[config.mk]
export PLATFORM = sky130hd
export DESIGN_NAME = fpt_top
export DESIGN_NICKNAME = d
export VERILOG_FILES = /design/src/hdl/fpt_pkg.sv /design/src/hdl/fpt_mem_if.sv /design/src/hdl/fpt_mem.sv /design/src/hdl/fpt_top.sv
export VERILOG_INCLUDE_DIRS = /design/src /design/src/hdl
export SDC_FILE = /design/constraint.sdc
export NUM_CORES = 1
export LEC_CHECK = 0
export BUFFER_PORTS_ARGS = -buffer_cell sky130_fd_sc_hd__buf_2
export CAP_MARGIN = 0
export CORE_ASPECT_RATIO = 1.4
export CORE_MARGIN = 1
export CORE_UTILIZATION = 40
export DETAILED_ROUTE_END_ITERATION = 16
export SLEW_MARGIN = 40
export SYNTH_ARGS = -nofsm -noshare
export SYNTH_HDL_FRONTEND = slang
export SYNTH_SLANG_ARGS = --single-unit
[constraint.sdc]
create_clock -name hclk -period 3.3 [get_ports hclk]
set_input_delay 0.33 -clock hclk [delete_from_list [all_inputs] [get_ports hclk]]
set_output_delay 0.33 -clock hclk [all_outputs]
set_load 0.05 [all_outputs]
[src/hdl/fpt_cfg.svh]
// Register map, control fields, reset values and sizes of the transfer control block
`ifndef FPT_CFG_SVH
`define FPT_CFG_SVH

// Register byte offsets
`define FPT_OFF_CONTROL 8'h00
`define FPT_OFF_STATUS 8'h04
`define FPT_OFF_DATA 8'h08

// Control byte fields
`define FPT_CTL_POLL_OFF 7
`define FPT_CTL_DIR 6
`define FPT_CTL_CLEAR 4
`define FPT_CTL_FP_OFF 3
`define FPT_CTL_LINES_MSB 2

// Control reset: polls off, output, data path held clear, frontplane off
`define FPT_CTL_RESET 8'h98

// Status word fields
`define FPT_ST_DATA 0
`define FPT_ST_STROBE_N 1
`define FPT_ST_POLL 2
`define FPT_ST_DIR_FAULT 3
`define FPT_ST_STS_LSB 4
`define FPT_ST_PERIPHERAL_ATTENTION 7
`define FPT_ST_OCC_LSB 8

// FIFO memory depth in words, and the word transfer size code
`define FPT_DEPTH 7'h40
`define FPT_HSIZE_WORD 3'h2

`endif

[src/hdl/fpt_pkg.sv]
// Types shared by the transfer control block
package fpt_pkg;

  // Register selected by a bus access
  typedef enum logic [1:0] {FPT_SEL_CTRL, FPT_SEL_STAT, FPT_SEL_DATA, FPT_SEL_NONE} fpt_sel_t;

  // Frontplane handshake states
  typedef enum logic [1:0] {FPT_FP_IDLE, FPT_FP_STROBE, FPT_FP_RELEASE} fpt_fp_state_t;

endpackage

[src/hdl/fpt_mem_if.sv]
// Signals between the data path control and its FIFO memory
`timescale 1ns/1ps
interface fpt_mem_if;
  logic wr_en;
  logic [5:0] wr_addr;
  logic [15:0] wr_data;
  logic rd_en;
  logic [5:0] rd_addr;
  logic [15:0] rd_data;

  modport ctrl (output wr_en, output wr_addr, output wr_data, output rd_en, output rd_addr, input rd_data);
  modport mem (input wr_en, input wr_addr, input wr_data, input rd_en, input rd_addr, output rd_data);
endinterface

[src/hdl/fpt_mem.sv]
// Sixty-four word FIFO storage with registered read data
`timescale 1ns/1ps
module fpt_mem
(
  // Clock and reset
  input wire logic hclk,
  input wire logic hresetn,
  // Storage port
  fpt_mem_if.mem mp
);

  logic [15:0] store [0:63];

  // Array write, no reset needed on storage
  always_ff @(posedge hclk)
  begin
    if (mp.wr_en)
    begin
      store[mp.wr_addr] <= mp.wr_data;
    end
  end

  // Read word lands one cycle after the request
  always_ff @(posedge hclk or negedge hresetn)
  begin
    if (!hresetn)
    begin
      mp.rd_data <= 16'h0000;
    end
    else if (mp.rd_en)
    begin
      mp.rd_data <= store[mp.rd_addr];
    end
  end

endmodule

[src/hdl/fpt_top.sv]
// FIFO-buffered 16-bit parallel transfer control with AHB-Lite register access
`timescale 1ns/1ps
`include "fpt_cfg.svh"

module fpt_top
  import fpt_pkg::*;
(
  // Clock and reset
  input wire logic hclk,
  input wire logic hresetn,
  // AHB-Lite slave
  input wire logic hsel,
  input wire logic [31:0] haddr,
  input wire logic [1:0] htrans,
  input wire logic hwrite,
  input wire logic [2:0] hsize,
  input wire logic [31:0] hwdata,
  input wire logic hready,
  output logic hreadyout,
  output logic hresp,
  output logic [31:0] hrdata,
  // Backplane poll answer
  output logic service_request_poll,
  // Frontplane data lines
  output logic [15:0] periph_data_out,
  output logic periph_data_oe,
  input wire logic [15:0] periph_data_in,
  // Frontplane handshake and control
  output logic data_available_strobe,
  input wire logic peripheral_ack_flag,
  output logic direction_line,
  output logic [2:0] peripheral_control_outputs,
  input wire logic [2:0] peripheral_status_lines,
  input wire logic peripheral_attention
);

  // Pointer step with wrap over the storage
  function automatic logic [5:0] ptr_inc(input logic [5:0] p);
    ptr_inc = p + 6'h01;
  endfunction

  // Map a byte offset to a register
  function automatic fpt_sel_t addr_decode(input logic [7:0] a);
    if (a == `FPT_OFF_CONTROL)
      addr_decode = FPT_SEL_CTRL;
    else if (a == `FPT_OFF_STATUS)
      addr_decode = FPT_SEL_STAT;
    else if (a == `FPT_OFF_DATA)
      addr_decode = FPT_SEL_DATA;
    else
      addr_decode = FPT_SEL_NONE;
  endfunction

  fpt_mem_if mif ();

  logic [7:0] ctrl_reg;
  logic dp_valid_reg;
  logic dp_write_reg;
  fpt_sel_t dp_sel_reg;
  logic [6:0] cnt_reg;
  logic [6:0] cnt_next;
  logic [5:0] wptr_reg;
  logic [5:0] rptr_reg;
  logic rd_pend_reg;
  logic [15:0] s1_reg;
  logic s1_v_reg;
  logic [15:0] s2_reg;
  logic s2_v_reg;
  logic dir_fault_reg;
  logic dir_fault_next;
  fpt_fp_state_t fp_reg;
  fpt_fp_state_t fp_next;

  // Bus address phase and data phase strobes
  wire addr_phase = hsel & hready & htrans[1] & (hsize == `FPT_HSIZE_WORD);
  wire ctl_wr = dp_valid_reg & dp_write_reg & (dp_sel_reg == FPT_SEL_CTRL);
  wire data_wr = dp_valid_reg & dp_write_reg & (dp_sel_reg == FPT_SEL_DATA);
  wire data_rd = dp_valid_reg & ~dp_write_reg & (dp_sel_reg == FPT_SEL_DATA);
  wire [7:0] ctl_new = hwdata[7:0];

  wire poll_en = ~ctrl_reg[`FPT_CTL_POLL_OFF];
  wire dir_in = ctrl_reg[`FPT_CTL_DIR];
  wire clear = ctrl_reg[`FPT_CTL_CLEAR];
  wire fp_en = ~ctrl_reg[`FPT_CTL_FP_OFF];

  // FIFO bound, two stages follow it
  wire mem_full = (cnt_reg == `FPT_DEPTH);
  wire mem_has = (cnt_reg != 7'h00);
  wire fp_take = (fp_reg == FPT_FP_STROBE) & peripheral_ack_flag;

  // Word sources and sinks chosen by direction
  wire push_bus = data_wr & ~dir_in & ~mem_full & ~clear;
  wire push_fp = fp_take & dir_in & ~clear;
  wire push = push_bus | push_fp;
  wire [15:0] push_data = dir_in ? periph_data_in : hwdata[15:0];
  wire pop_s2 = ~clear & s2_v_reg & (dir_in ? data_rd : fp_take);
  wire s2_load = ~clear & s1_v_reg & (~s2_v_reg | pop_s2);
  wire rd_issue = ~clear & mem_has & ~rd_pend_reg & (~s1_v_reg | s2_load);

  // Storage connections
  assign mif.wr_en = push;
  assign mif.wr_addr = wptr_reg;
  assign mif.wr_data = push_data;
  assign mif.rd_en = rd_issue;
  assign mif.rd_addr = rptr_reg;

  fpt_mem u_mem (
    .hclk(hclk),
    .hresetn(hresetn),
    .mp(mif.mem)
  );

  // Occupancy over FIFO, fetch in flight and both stages
  wire [6:0] occupancy = cnt_reg + {6'h00, rd_pend_reg} + {6'h00, s1_v_reg} + {6'h00, s2_v_reg};
  wire data_present = (occupancy != 7'h00);

  // direction flip with clear released on both sides
  wire dir_flip_bad = ctl_wr & (ctl_new[`FPT_CTL_DIR] != dir_in) & ~clear & ~ctl_new[`FPT_CTL_CLEAR];
  // Fault flag, set wins over clear
  assign dir_fault_next = dir_flip_bad | (dir_fault_reg & ~(ctl_wr & ctl_new[`FPT_CTL_CLEAR]));

  // output answers polls while room exists
  // input answers polls only with a word at the exit
  // words left after frontplane stop keep the poll answer up
  assign service_request_poll = poll_en & ~clear & (dir_in ? s2_v_reg : ~mem_full);

  // status word with low-true strobe bit
  wire [31:0] status_word = {17'h00000, occupancy, peripheral_attention, peripheral_status_lines,
                             dir_fault_reg, service_request_poll, ~data_available_strobe, data_present};

  // Read data for the current data phase
  assign hrdata = ~dp_valid_reg | dp_write_reg ? 32'h00000000 :
                  dp_sel_reg == FPT_SEL_CTRL ? {24'h000000, ctrl_reg} :
                  dp_sel_reg == FPT_SEL_STAT ? status_word :
                  dp_sel_reg == FPT_SEL_DATA ? {16'h0000, s2_v_reg ? s2_reg : 16'h0000} : 32'h00000000;
  assign hreadyout = 1'b1;
  assign hresp = 1'b0;

  // control lines straight from control bits
  assign peripheral_control_outputs = ctrl_reg[`FPT_CTL_LINES_MSB:0];
  assign direction_line = dir_in;
  assign periph_data_out = s2_reg;
  assign periph_data_oe = ~dir_in;
  // strobe only rises in the strobe state
  assign data_available_strobe = (fp_reg == FPT_FP_STROBE);

  // FIFO count bookkeeping
  assign cnt_next = cnt_reg + {6'h00, push} - {6'h00, rd_issue};

  // Frontplane handshake sequencing
  always_comb
  begin
    fp_next = fp_reg;
    unique case (fp_reg)
      FPT_FP_IDLE:
      begin
        // output strobes once a word sits on the lines
        // input requests only with frontplane enabled
        // input asks whenever storage has room
        if (fp_en & ~clear & ~peripheral_ack_flag & (dir_in ? ~mem_full : s2_v_reg))
          fp_next = FPT_FP_STROBE;
      end
      FPT_FP_STROBE:
      begin
        if (peripheral_ack_flag)
          fp_next = FPT_FP_RELEASE;
      end
      FPT_FP_RELEASE:
      begin
        // flag must fall before the next word
        if (~peripheral_ack_flag)
          fp_next = FPT_FP_IDLE;
      end
    endcase
    // disabling the frontplane halts any handshake
    if (~fp_en | clear)
      fp_next = FPT_FP_IDLE;
  end

  // Bus data phase capture and control register
  always_ff @(posedge hclk or negedge hresetn)
  begin
    if (!hresetn)
    begin
      dp_valid_reg <= 1'b0;
      dp_write_reg <= 1'b0;
      dp_sel_reg <= FPT_SEL_NONE;
      ctrl_reg <= `FPT_CTL_RESET;
      dir_fault_reg <= 1'b0;
    end
    else
    begin
      if (hready)
      begin
        dp_valid_reg <= addr_phase;
        dp_write_reg <= hwrite;
        dp_sel_reg <= addr_decode(haddr[7:0]);
      end
      if (ctl_wr)
        ctrl_reg <= ctl_new;
      dir_fault_reg <= dir_fault_next;
    end
  end

  // Handshake state
  always_ff @(posedge hclk or negedge hresetn)
  begin
    if (!hresetn)
      fp_reg <= FPT_FP_IDLE;
    else
      fp_reg <= fp_next;
  end

  // FIFO pointers and count
  always_ff @(posedge hclk or negedge hresetn)
  begin
    if (!hresetn)
    begin
      cnt_reg <= 7'h00;
      wptr_reg <= 6'h00;
      rptr_reg <= 6'h00;
      rd_pend_reg <= 1'b0;
    end
    else if (clear)
    begin
      cnt_reg <= 7'h00;
      wptr_reg <= 6'h00;
      rptr_reg <= 6'h00;
      rd_pend_reg <= 1'b0;
    end
    else
    begin
      cnt_reg <= cnt_next;
      rd_pend_reg <= rd_issue;
      if (push)
        wptr_reg <= ptr_inc(wptr_reg);
      if (rd_issue)
        rptr_reg <= ptr_inc(rptr_reg);
    end
  end

  // First pipeline stage after the FIFO
  always_ff @(posedge hclk or negedge hresetn)
  begin
    if (!hresetn)
    begin
      s1_reg <= 16'h0000;
      s1_v_reg <= 1'b0;
    end
    else if (clear)
      s1_v_reg <= 1'b0;
    else if (rd_pend_reg)
    begin
      s1_reg <= mif.rd_data;
      s1_v_reg <= 1'b1;
    end
    else if (s2_load)
      s1_v_reg <= 1'b0;
  end

  // Exit stage, drives the data lines or the bus read
  always_ff @(posedge hclk or negedge hresetn)
  begin
    if (!hresetn)
    begin
      s2_reg <= 16'h0000;
      s2_v_reg <= 1'b0;
    end
    else if (clear)
      s2_v_reg <= 1'b0;
    else if (s2_load)
    begin
      s2_reg <= s1_reg;
      s2_v_reg <= 1'b1;
    end
    else if (pop_s2)
      s2_v_reg <= 1'b0;
  end

endmodule

---- Yosys cells after proc, flatten, opt, wreduce, memory -nomap -nowiden ----
Memory sizes are Yosys's and may differ from the RTL's. A register that Yosys moved wholly into a read port is not among the register bits.
Cells that the tools add are included.
storage, ports and cells
  bits in registers ....................... 69
  bits in latches ......................... 0
  bits in writable memories ............... 1024
  ROM bits ................................ 0
  bits of input ports ..................... 95
  output and inout port bits .............. 57
  word-level logic and storage cells ...... 129
  memories kept ........................... 1
cells by class
  add/subtract/negate cells ............... 7
  multipliers ............................. 0
  div/mod/pow operators ................... 0
  $lt $le $gt $ge ......................... 0
  equality and inequality tests ........... 12
  shift-type cells ........................ 0
  muxes and demuxes ....................... 31
  bitwise gates (word level) .............. 51
  reduce and logical (&&, ||, !) cells .... 13
memories
  memory       depth  bits a word  read ports  clocked after memory_dff  wr ports  line           text
  u_mem.store  64     16           1           1                         1         fpt_mem.sv:12  logic [15:0] store [0:63];
operator list
  operator               count
  $mux W16               6
  $and A1 B1 Y1          31
  $add A7 B1 Y7          4
  $mux W6                4
  $not A1 Y1             14
  $reduce_bool A7 Y1     2
  $mux W1                13
  $add A6 B1 Y6 const B  2
  $mux W2                6
  $eq A8 B3 Y1 const B   1
  $eq A8 B4 Y1 const B   1
  $logic_not A8 Y1       1
  $eq A7 B7 Y1 const B   1
  $mux W7                1
  $sub A7 B1 Y7          1
  $ne A3 B3 Y1 const B   2
  $or A1 B1 Y1           6
  $pmux W2 S3            1
  $reduce_bool A3 Y1     2
  $eq A2 B1 Y1 const B   2
  $eq A2 B2 Y1 const B   2
  $logic_not A2 Y1       2
  $reduce_and A2 Y1      2
  $reduce_bool A2 Y1     2
  5 further kinds        5

---- Depth between registers and ports, before layout ----
Gate-level depths: netlist of run 1.
  depth after elaboration ................. 11
  mapped depth ............................ 18

---- Modules after synthesis ----
From an unflattened synthesis of run 1, not the netlist that was laid out.
second synthesis, totals
  cells, all modules ...................... 2301
  area total of the unflattened synthesis .. 44156.1 um2
modules (own cells, without submodules)
  module   instances  cells an instance  area an instance (um2)
  fpt_mem  1          1897               39925.8
  fpt_top  1          404                4230.3

---- Worst setup path before layout of run 1 ----
OpenSTA, ideal clock, no wires.
  kind .................................... register -> output
  start ................................... reg ctrl_reg[6]
  end ..................................... out hrdata[2]
  arrival time ............................ 4.544 ns
  data required time ...................... 2.970 ns
  setup slack ............................. -1.574 ns
  cell stages (with the launch flop) ...... 6
  path buffers ............................ 0
  path through ............................ dfrtp_1 -> inv_2 -> nor2_1 -> a2111oi_0 -> a21oi_1 -> nor2_1
between the ends
  word-level cells in the longest chain between the ends .. 5
RTL lines
  what                            line            text
  start, declared                 fpt_top.sv:56   logic [7:0] ctrl_reg;
  start signal, assigned          fpt_top.sv:188  ctrl_reg <= `FPT_CTL_RESET;
  start signal, assigned          fpt_top.sv:200  ctrl_reg <= ctl_new;
  $mux W1                         fpt_top.sv:125  assign service_request_poll = poll_en & ~clear & (dir_in ? s2_v_reg : ~mem_full);
  $and A1 B1 Y1                   fpt_top.sv:125
  named net service_request_poll  fpt_top.sv:23   output logic service_request_poll,
  $mux W16                        fpt_top.sv:134  dp_sel_reg == FPT_SEL_STAT ? status_word :
  $mux W16                        fpt_top.sv:133  dp_sel_reg == FPT_SEL_CTRL ? {24'h000000, ctrl_reg} :
  $mux W16                        fpt_top.sv:132  assign hrdata = ~dp_valid_reg | dp_write_reg ? 32'h00000000 :
  end, declared                   fpt_top.sv:21   output logic [31:0] hrdata,
The timed path passes the listed nets, and every way through them passes these cells.

---- Worst setup path in the final report of run 1 ----
  start ................................... reg s2_v_reg
  end ..................................... out hrdata[0]
between the ends
  word-level cells in the longest chain between the ends .. 5
RTL lines
  what                                                   line                            text
  start, declared                                        fpt_top.sv:68                   logic s2_v_reg;
  start signal, assigned                                 fpt_top.sv:267                  s2_v_reg <= 1'b0;
  start signal, assigned                                 fpt_top.sv:270                  s2_v_reg <= 1'b0;
  start signal, assigned                                 fpt_top.sv:274                  s2_v_reg <= 1'b1;
  $add A7 B1 Y7 / $mux W16 (equally long branches)       fpt_top.sv:114, fpt_top.sv:135
  $reduce_bool A7 Y1 / $mux W16 (equally long branches)  fpt_top.sv:115, fpt_top.sv:135
  $mux W16 *                                             fpt_top.sv:134
  $mux W16 *                                             fpt_top.sv:133
  $mux W16 *                                             fpt_top.sv:132
Every way passes the cells marked *; elsewhere a longest branch is shown, timed or not.

==> flow_metrics.env, run 1 <==
export IMPL_end_kind="primary output"
export IMPL_cts_inserted_buffers=96
export IMPL_hold_class="in -> async"
export IMPL_slew_headroom=0.426
export IMPL_leakagePower_uw=0.0168
export IMPL_async_flop_share=0.0766
export IMPL_hold_viol_final=0
export IMPL_worst_pin_slew_ps=861
export IMPL_slew_violations=0
export IMPL_drc=0
export IMPL_yosysMostFrequentCell="edfxtp_1"
export IMPL_place_congestion=0.910
export IMPL_grt_pass1_wl_mm=154
export IMPL_vias=22113
export IMPL_dieArea_um2=111000
export IMPL_cts_htree_levels=3
export IMPL_synthCells=2201
export IMPL_path_cells="fa_1, ha_2, inv_2, fa_2, nor2b_4, buf_6, xnor2_2, or4_1, nor3_2, nor3_2, buf_6"
export IMPL_outcome="finished with violations"
export IMPL_fillers=9109
export IMPL_p_total_uw=39800
export IMPL_power_density_nw_per_um2=779
export IMPL_placed_cells=3807
export IMPL_core_area_um2=109000
export IMPL_dp_hpwl_mm=66.0
export IMPL_synth_cell_area_um2=43900
export IMPL_cts_tree="done"
export IMPL_clock_latency_ps=680
export IMPL_synth_seq_cells=1109
export IMPL_layoutNonFillerInstCount=4012
export IMPL_die_w_um=282
export IMPL_synth_top_area_share=0.700
export IMPL_yosysWarnings=0
export IMPL_synth_area_leader_cell="edfxtp_1"
export IMPL_finalSetupTns_ps=-892
export IMPL_rows=143
export IMPL_period_share=1.14
export IMPL_critPathKind="reg -> out"
export IMPL_fin_skew_ps=22.3
export IMPL_synth_cell_types=63
export IMPL_ys_seq_area_frac=0.749
export IMPL_drt_pass1_iterations=5
export IMPL_synthFlopType="edfxtp_1"
export IMPL_largest_reg_flops=1024
export IMPL_wl_per_cell_um=26.2
export IMPL_cts_sinks=1109
export IMPL_path_max_fanout=2
export IMPL_grt_max_degree=65
export IMPL_largest_register="u_mem.store"
export IMPL_drv_cap=0
export IMPL_grtUsageTotal=0.192
export IMPL_yosys_top_cells_count="edfxtp_1, mux4_2, nor2_1, mux2i_1, dfrtp_1"
export IMPL_critical_path_startpoint_type="flop"
export IMPL_grt_pass1_vias=22886
export IMPL_clkTransAtPathRegs_ps=60
export IMPL_violations="setup timing"
export IMPL_root_buffer="clkbuf_16"
export IMPL_post_place_ws_ps=-5.57
export IMPL_port_buffers=92
export IMPL_overflow=0
export IMPL_routed_wl_mm=105
export IMPL_viasPerCell=5.51
export IMPL_setup_viol=4
export IMPL_min_period_ps=3770
export IMPL_crit_required_ps=2970
export IMPL_setup_slack_ps=-467
export IMPL_antenna_found_initial=0
export IMPL_drt_iter0_drc=1929
export IMPL_slowest_stage="fa_1"
export IMPL_fmax_mhz=265
export IMPL_areaGrowthSynthToFinish_pct=16.3
export IMPL_ant_nets=0
export IMPL_die_h_um=394
export IMPL_nets=2596
export IMPL_drive_gt1_frac=0.299
export IMPL_ioPinCount=152
export IMPL_synth_edff_count=1024
export IMPL_rsz0062_at_grt="yes"
export IMPL_cts_buffer_depth=3
export IMPL_postSynthAreaPerCell_um2=20.0
export IMPL_slowest_delay_ps=560
export IMPL_arrival_ps=3440
export IMPL_irDropWorstVdd_uv=415
export IMPL_start_util=0.404
export IMPL_synth_area_leaders="edfxtp_1, mux4_2, dfrtp_1, mux2i_1, mux2_2"
==> where the power goes <==
part	internal (µW)	switching (µW)	total (µW)
Clock	6710	4930	11600
Combinational	5040	6500	11500
Sequential	16000	615	16600
Total	27800	12000	39800
==> stage by stage <==
stage                     cell area (µm²)  utilization  hold WS, ps
after floorplan                     44000            -         34.4
after global placement              47400        0.436          471
after detailed placement            47500        0.436          476
after CTS                           51000        0.469          257
after global routing                51100        0.469          261
final                               51100        0.469          230
==> critical path: cells and delay by family, from the launching register on <==
family | cells | cell delay, ps
buffers and inverters | 3 | 310
DFF | 1 | 410
xor gates and xnor gates | 1 | 60
and+or+nand+nor | 4 | 860
adders and majority gates | 3 | 1130
==> logic make-up (layout without fill, tap and decap cells) <==
| logic type | after synthesis | in the layout | synth area share |
|---|---|---|---|
| adder cells (fa/ha/maj) | 22 | 22 | 0.00678 |
| flip-flops | 1109 | 1109 | 0.749 |
| buffers and inverters | 176 | 520 | 0.0221 |
| multiplexers | 391 | 391 | 0.153 |
| AND/OR/NAND/NOR | 234 | 234 | 0.0248 |
| AO/OA/AOI/OAI | 248 | 248 | 0.0407 |
| XOR/XNOR | 19 | 19 | 0.00379 |
| other | 2 | 19 | 0.000171 |
==> path summary, 6_finish.rpt <==
| path | startpoint | slack, ps | cells past startpoint | to |
|---|---|---|---|---|
| max in group asynchronous | hresetn | 2330 | 3 | ctrl_reg[3]$_DFFE_PN1P_ |
| worst min register to register | s1_reg[6]$_DFFE_PN0P_ | 490 | 1 | periph_data_out[6]$_DFFE_PN0P_ |
| min in group hclk | hwdata[8] | 280 | 2 | u_mem.store[3][8]$_DFFE_PP_ |
| worst max register to register | cnt_reg[2]$_DFF_PN0_ | 200 | 15 | cnt_reg[6]$_DFF_PN0_ |
| worst min-delay path | hresetn | 230 | 2 | periph_data_out[10]$_DFFE_PN0P_ |
| worst max-delay path | s2_v_reg$_DFFE_PN0P_ | -470 | 11 | hrdata[0] |
==> routing by layer <==
layer | share of wire | track usage
met1 | 0.39 | 0.239
met3 | 0.043 | 0.0202
met2 | 0.53 | 0.337
met5 | 0 | 0
met4 | 0.040 | 0.0828
==> layout by cell type, fill, tap and decap left out, types with 35 or more instances in the layout <==
cell type     n
nand2_1      41
mux4_2      217
clkbuf_16    99
mux2_2       62
a21oi_1      35
buf_12       40
edfxtp_1   1024
buf_2        85
nor2_1      109
dfrtp_1      75
buf_4       158
mux2i_1      97
==> cell type report <==
type / count / area (µm²) / share of cell area
repair buffers: 310 / 2690 / 0.0527
clock buffers: 123 / 2620 / 0.0513
inverters: 30 / 115 / 0.00225
well taps: 1450 / 1810 / 0.0355
multi-input cells: 932 / 10300 / 0.202
clock inverters: 57 / 639 / 0.0125
flip-flops and latches: 1109 / 32900 / 0.644
diodes: 1 / 2.50 / 0.0000490
==> timing repair <==
| action | 4_1_cts | 5_1_grt |
|---|---|---|
| endpoints found under the hold margin | 69 | 0 |
| buffers inserted | 2 | 4 |
| pin swaps | 7 | 12 |
| hold buffers | 19 | 0 |
| resized for setup | 18 | 15 |
| setup endpoints to repair | 5 | 13 |
No activity file was read; power rests on OpenSTA's default activity.
==> run 2, diff against run 1 <==
- BUFFER_PORTS_ARGS: -buffer_cell sky130_fd_sc_hd__buf_2 -> default
- DONT_BUFFER_PORTS: default -> 1
- SYNTH_HIERARCHICAL: default -> 1
==> flow_metrics.env, run 2 <==
export IMPL_slowest_stage="fa_1"
export IMPL_path_cells="fa_1, ha_2, inv_2, fa_2, nand3b_1, xnor2_2, nor4b_4, a311oi_4, buf_4, buf_8"
export IMPL_place_congestion=0.903
export IMPL_dp_hpwl_mm=69.4
export IMPL_hold_viol_final=0
export IMPL_power_density_nw_per_um2=547
export IMPL_cts_sinks=1109
export IMPL_postSynthAreaPerCell_um2=19.2
export IMPL_die_h_um=395
export IMPL_drv_cap=0
export IMPL_largest_reg_flops=1024
export IMPL_port_buffers=0
export IMPL_synth_mux_area_fraction=0.152
export IMPL_slowest_delay_ps=540
export IMPL_rows=143
export IMPL_arrival_ps=3490
export IMPL_ant_nets=0
export IMPL_cts_tree="done"
export IMPL_viasPerCell=5.54
export IMPL_dieArea_um2=112000
export IMPL_slew_headroom=0.410
export IMPL_core_area_um2=109000
export IMPL_hp_start="peripheral_ack_flag"
export IMPL_grt_pass1_wl_mm=155
export IMPL_worst_pin_slew_ps=881
export IMPL_reg2reg_depth=10
export IMPL_ys_seq_area_frac=0.745
export IMPL_nets=2610
export IMPL_reg2reg_slack_ps=210
export IMPL_synth_area_leaders="edfxtp_1, mux4_2, dfrtp_1, mux2_2, mux2i_1"
export IMPL_yosysMostFrequentCell="edfxtp_1"
export IMPL_synthSimpleGateAreaFrac=0.0364
export IMPL_setup_viol=6
export IMPL_rsz0062_at_grt="yes"
export IMPL_synth_top_family_by_area="multiplexers"
export IMPL_min_period_ps=3820
export IMPL_r2r_start="cnt_reg[4]$_DFF_PN0_"
export IMPL_crit_required_ps=2970
export IMPL_layout_commonest_cell="edfxtp_1"
export IMPL_cts_buffer_depth=3
export IMPL_irDropWorstVdd_uv=377
export IMPL_largest_register="u_mem/store"
export IMPL_grt_pass1_vias=23189
export IMPL_overflow=0
export IMPL_ioPinCount=152
export IMPL_die_w_um=283
export IMPL_clock_latency_ps=710
export IMPL_critPathKind="reg -> out"
export IMPL_final_cell_mix="edfxtp_1, mux4_2, buf_4"
export IMPL_synth_area_leader_cell="edfxtp_1"
export IMPL_synth_compound_area_frac=0.0382
export IMPL_areaGrowthSynthToFinish_pct=16.0
export IMPL_wl_per_cell_um=26.3
export IMPL_yosysWarnings=6
export IMPL_setup_slack_ps=-516
export IMPL_synth_edff_count=1024
export IMPL_root_buffer="clkbuf_16"
export IMPL_yosys_top_cells_count="edfxtp_1, mux4_2, mux2i_1, nor2_1, mux2_2"
export IMPL_routed_wl_mm=106
export IMPL_critical_path_startpoint_type="flop"
export IMPL_synth_top_area_share=0.696
export IMPL_leakagePower_uw=0.0164
export IMPL_async_flop_share=0.0766
export IMPL_slew_violations=0
export IMPL_synthCells=2301
export IMPL_fillers=8946
export IMPL_post_place_ws_ps=-134
export IMPL_synth_cell_types=70
export IMPL_synth_seq_cells=1109
export IMPL_fin_skew_ps=29.9
export IMPL_outcome="finished with violations"
export IMPL_end_kind="primary output"
export IMPL_antenna_found_initial=2
export IMPL_cts_inserted_buffers=99
export IMPL_utilization=0.470
export IMPL_synth_cell_area_um2=44200
export IMPL_grt_max_degree=86
export IMPL_yosys_area_share_xor_xnor=0.00159
export IMPL_grtUsageTotal=0.192
export IMPL_min_path_cells=3
export IMPL_violations="setup timing"
export IMPL_synthFlopType="edfxtp_1"
export IMPL_hold_path_endpoint="fp_reg[0]$_DFFE_PN0P_"
export IMPL_path_max_fanout=3
export IMPL_clkTransAtPathRegs_ps=60
export IMPL_hold_class="in -> reg"
export IMPL_drt_iter0_drc=1810
export IMPL_synth_fa_ha_area_frac=0.00674
export IMPL_cts_htree_levels=3
export IMPL_period_share=1.16
export IMPL_drc=0
export IMPL_fmax_mhz=262
export IMPL_vias=22302
export IMPL_rr_endpoint="u_mem/store[52][10]$_DFFE_PP_"
export IMPL_drive_gt1_frac=0.280
export IMPL_start_util=0.405
export IMPL_p_total_uw=28000
export IMPL_drt_pass1_iterations=5
==> run 2: cell types whose count changed in the layout (fill, tap and decap cells not counted), moves of 18 or more <==
cell	before	now
a22oi_1	31	80
mux4_2	217	192
a21oi_1	35	62
nor2b_1	12	34
mux2_2	62	103
o22ai_1	13	63
buf_2	85	0
o21ai_1	23	0
o221ai_1	18	0
nand3_1	11	31
a211oi_1	29	1
==> run 2: worst max-delay path by stage <==
stage / startpoint / endpoint / slack, ps / cells after the start
3_3_place_gp: cnt_reg[4]$_DFF_PN0_ / u_mem/store[14][11]$_DFFE_PP_ / -110 / 10
3_5_place_dp: cnt_reg[4]$_DFF_PN0_ / u_mem/store[38][2]$_DFFE_PP_ / -130 / 10
2_1_floorplan: ctrl_reg[6]$_DFFE_PN0P_ / cnt_reg[6]$_DFF_PN0_ / -240 / 13
6_report: cnt_reg[0]$_DFF_PN0_ / hrdata[0] / -520 / 10
5_1_grt: cnt_reg[0]$_DFF_PN0_ / hrdata[0] / -620 / 10
4_1_cts: s2_v_reg$_DFFE_PN0P_ / hrdata[0] / -500 / 11
==> run 2: power by group <==
| part | switching (µW) | leakage (µW) | internal (µW) | total, µW |
|---|---|---|---|---|
| sequential | 6.85 | 0.0104 | 15400 | 15400 |
| combinational | 376 | 0.00434 | 65.4 | 442 |
| clock | 5160 | 0.00167 | 7000 | 12200 |
| total | 5540 | 0.0164 | 22500 | 28000 |
==> run 2: layout make-up <==
type	count	area (µm²)	share of cell area
Sequential cell	1109	32900	0.642
Multi-Input combinational cell	1041	10700	0.208
Clock buffer	112	2620	0.0512
Timing Repair Buffer	217	2310	0.0451
Inverter	25	93.8	0.00183
Antenna cell	1	2.50	0.0000488
Tap cell	1450	1810	0.0354
Clock inverter	71	823	0.0161
==> run 2: what timing repair did <==
item	4_1_cts	5_1_grt
endpoints found under the hold margin	100	0
pin swaps	9	8
hold buffers	19	0
setup buffers	3	1
resized for setup	29	14
endpoints found under the setup margin	320	547
==> run 2: metal layers <==
layer / global-route usage / vias to the layer above / wire length (µm)
li1: - / 9685 / -
met1: 0.227 / 11676 / 39700
met2: 0.335 / 743 / 55300
met3: 0.0277 / 198 / 5200
met4: 0.102 / 0 / 5760
met5: 0 / - / 0
==> run 2: logic make-up after synthesis <==
logic type,count (synthesis)
compound gates,257
xor+xnor,8
fa+ha+maj,22
buf+inv,167
flops,1109
mux,416
other cells,2
simple gates,320
==> run 2: through the flow <==
stage	hold WS, ps	std cells	area [µm²]	setup TNS [ps]
floorplan	34.4	2317	44200	-540
global placement	48.5	3821	47300	-8120
detailed placement	49.2	3821	47400	-12880
CTS	12.7	4024	51100	-1030
global route	68.6	4026	51200	-2320
finish	45.1	4026	51200	-1070
==> run 2: critical path: cells and delay by family, from the launching register on <==
kind            cells  cell delay (ps)
fa+ha+maj           3             1090
buf+inv             3              350
simple gates        2              300
compound gates      1              400
flops               1              400
xor+xnor            1              240
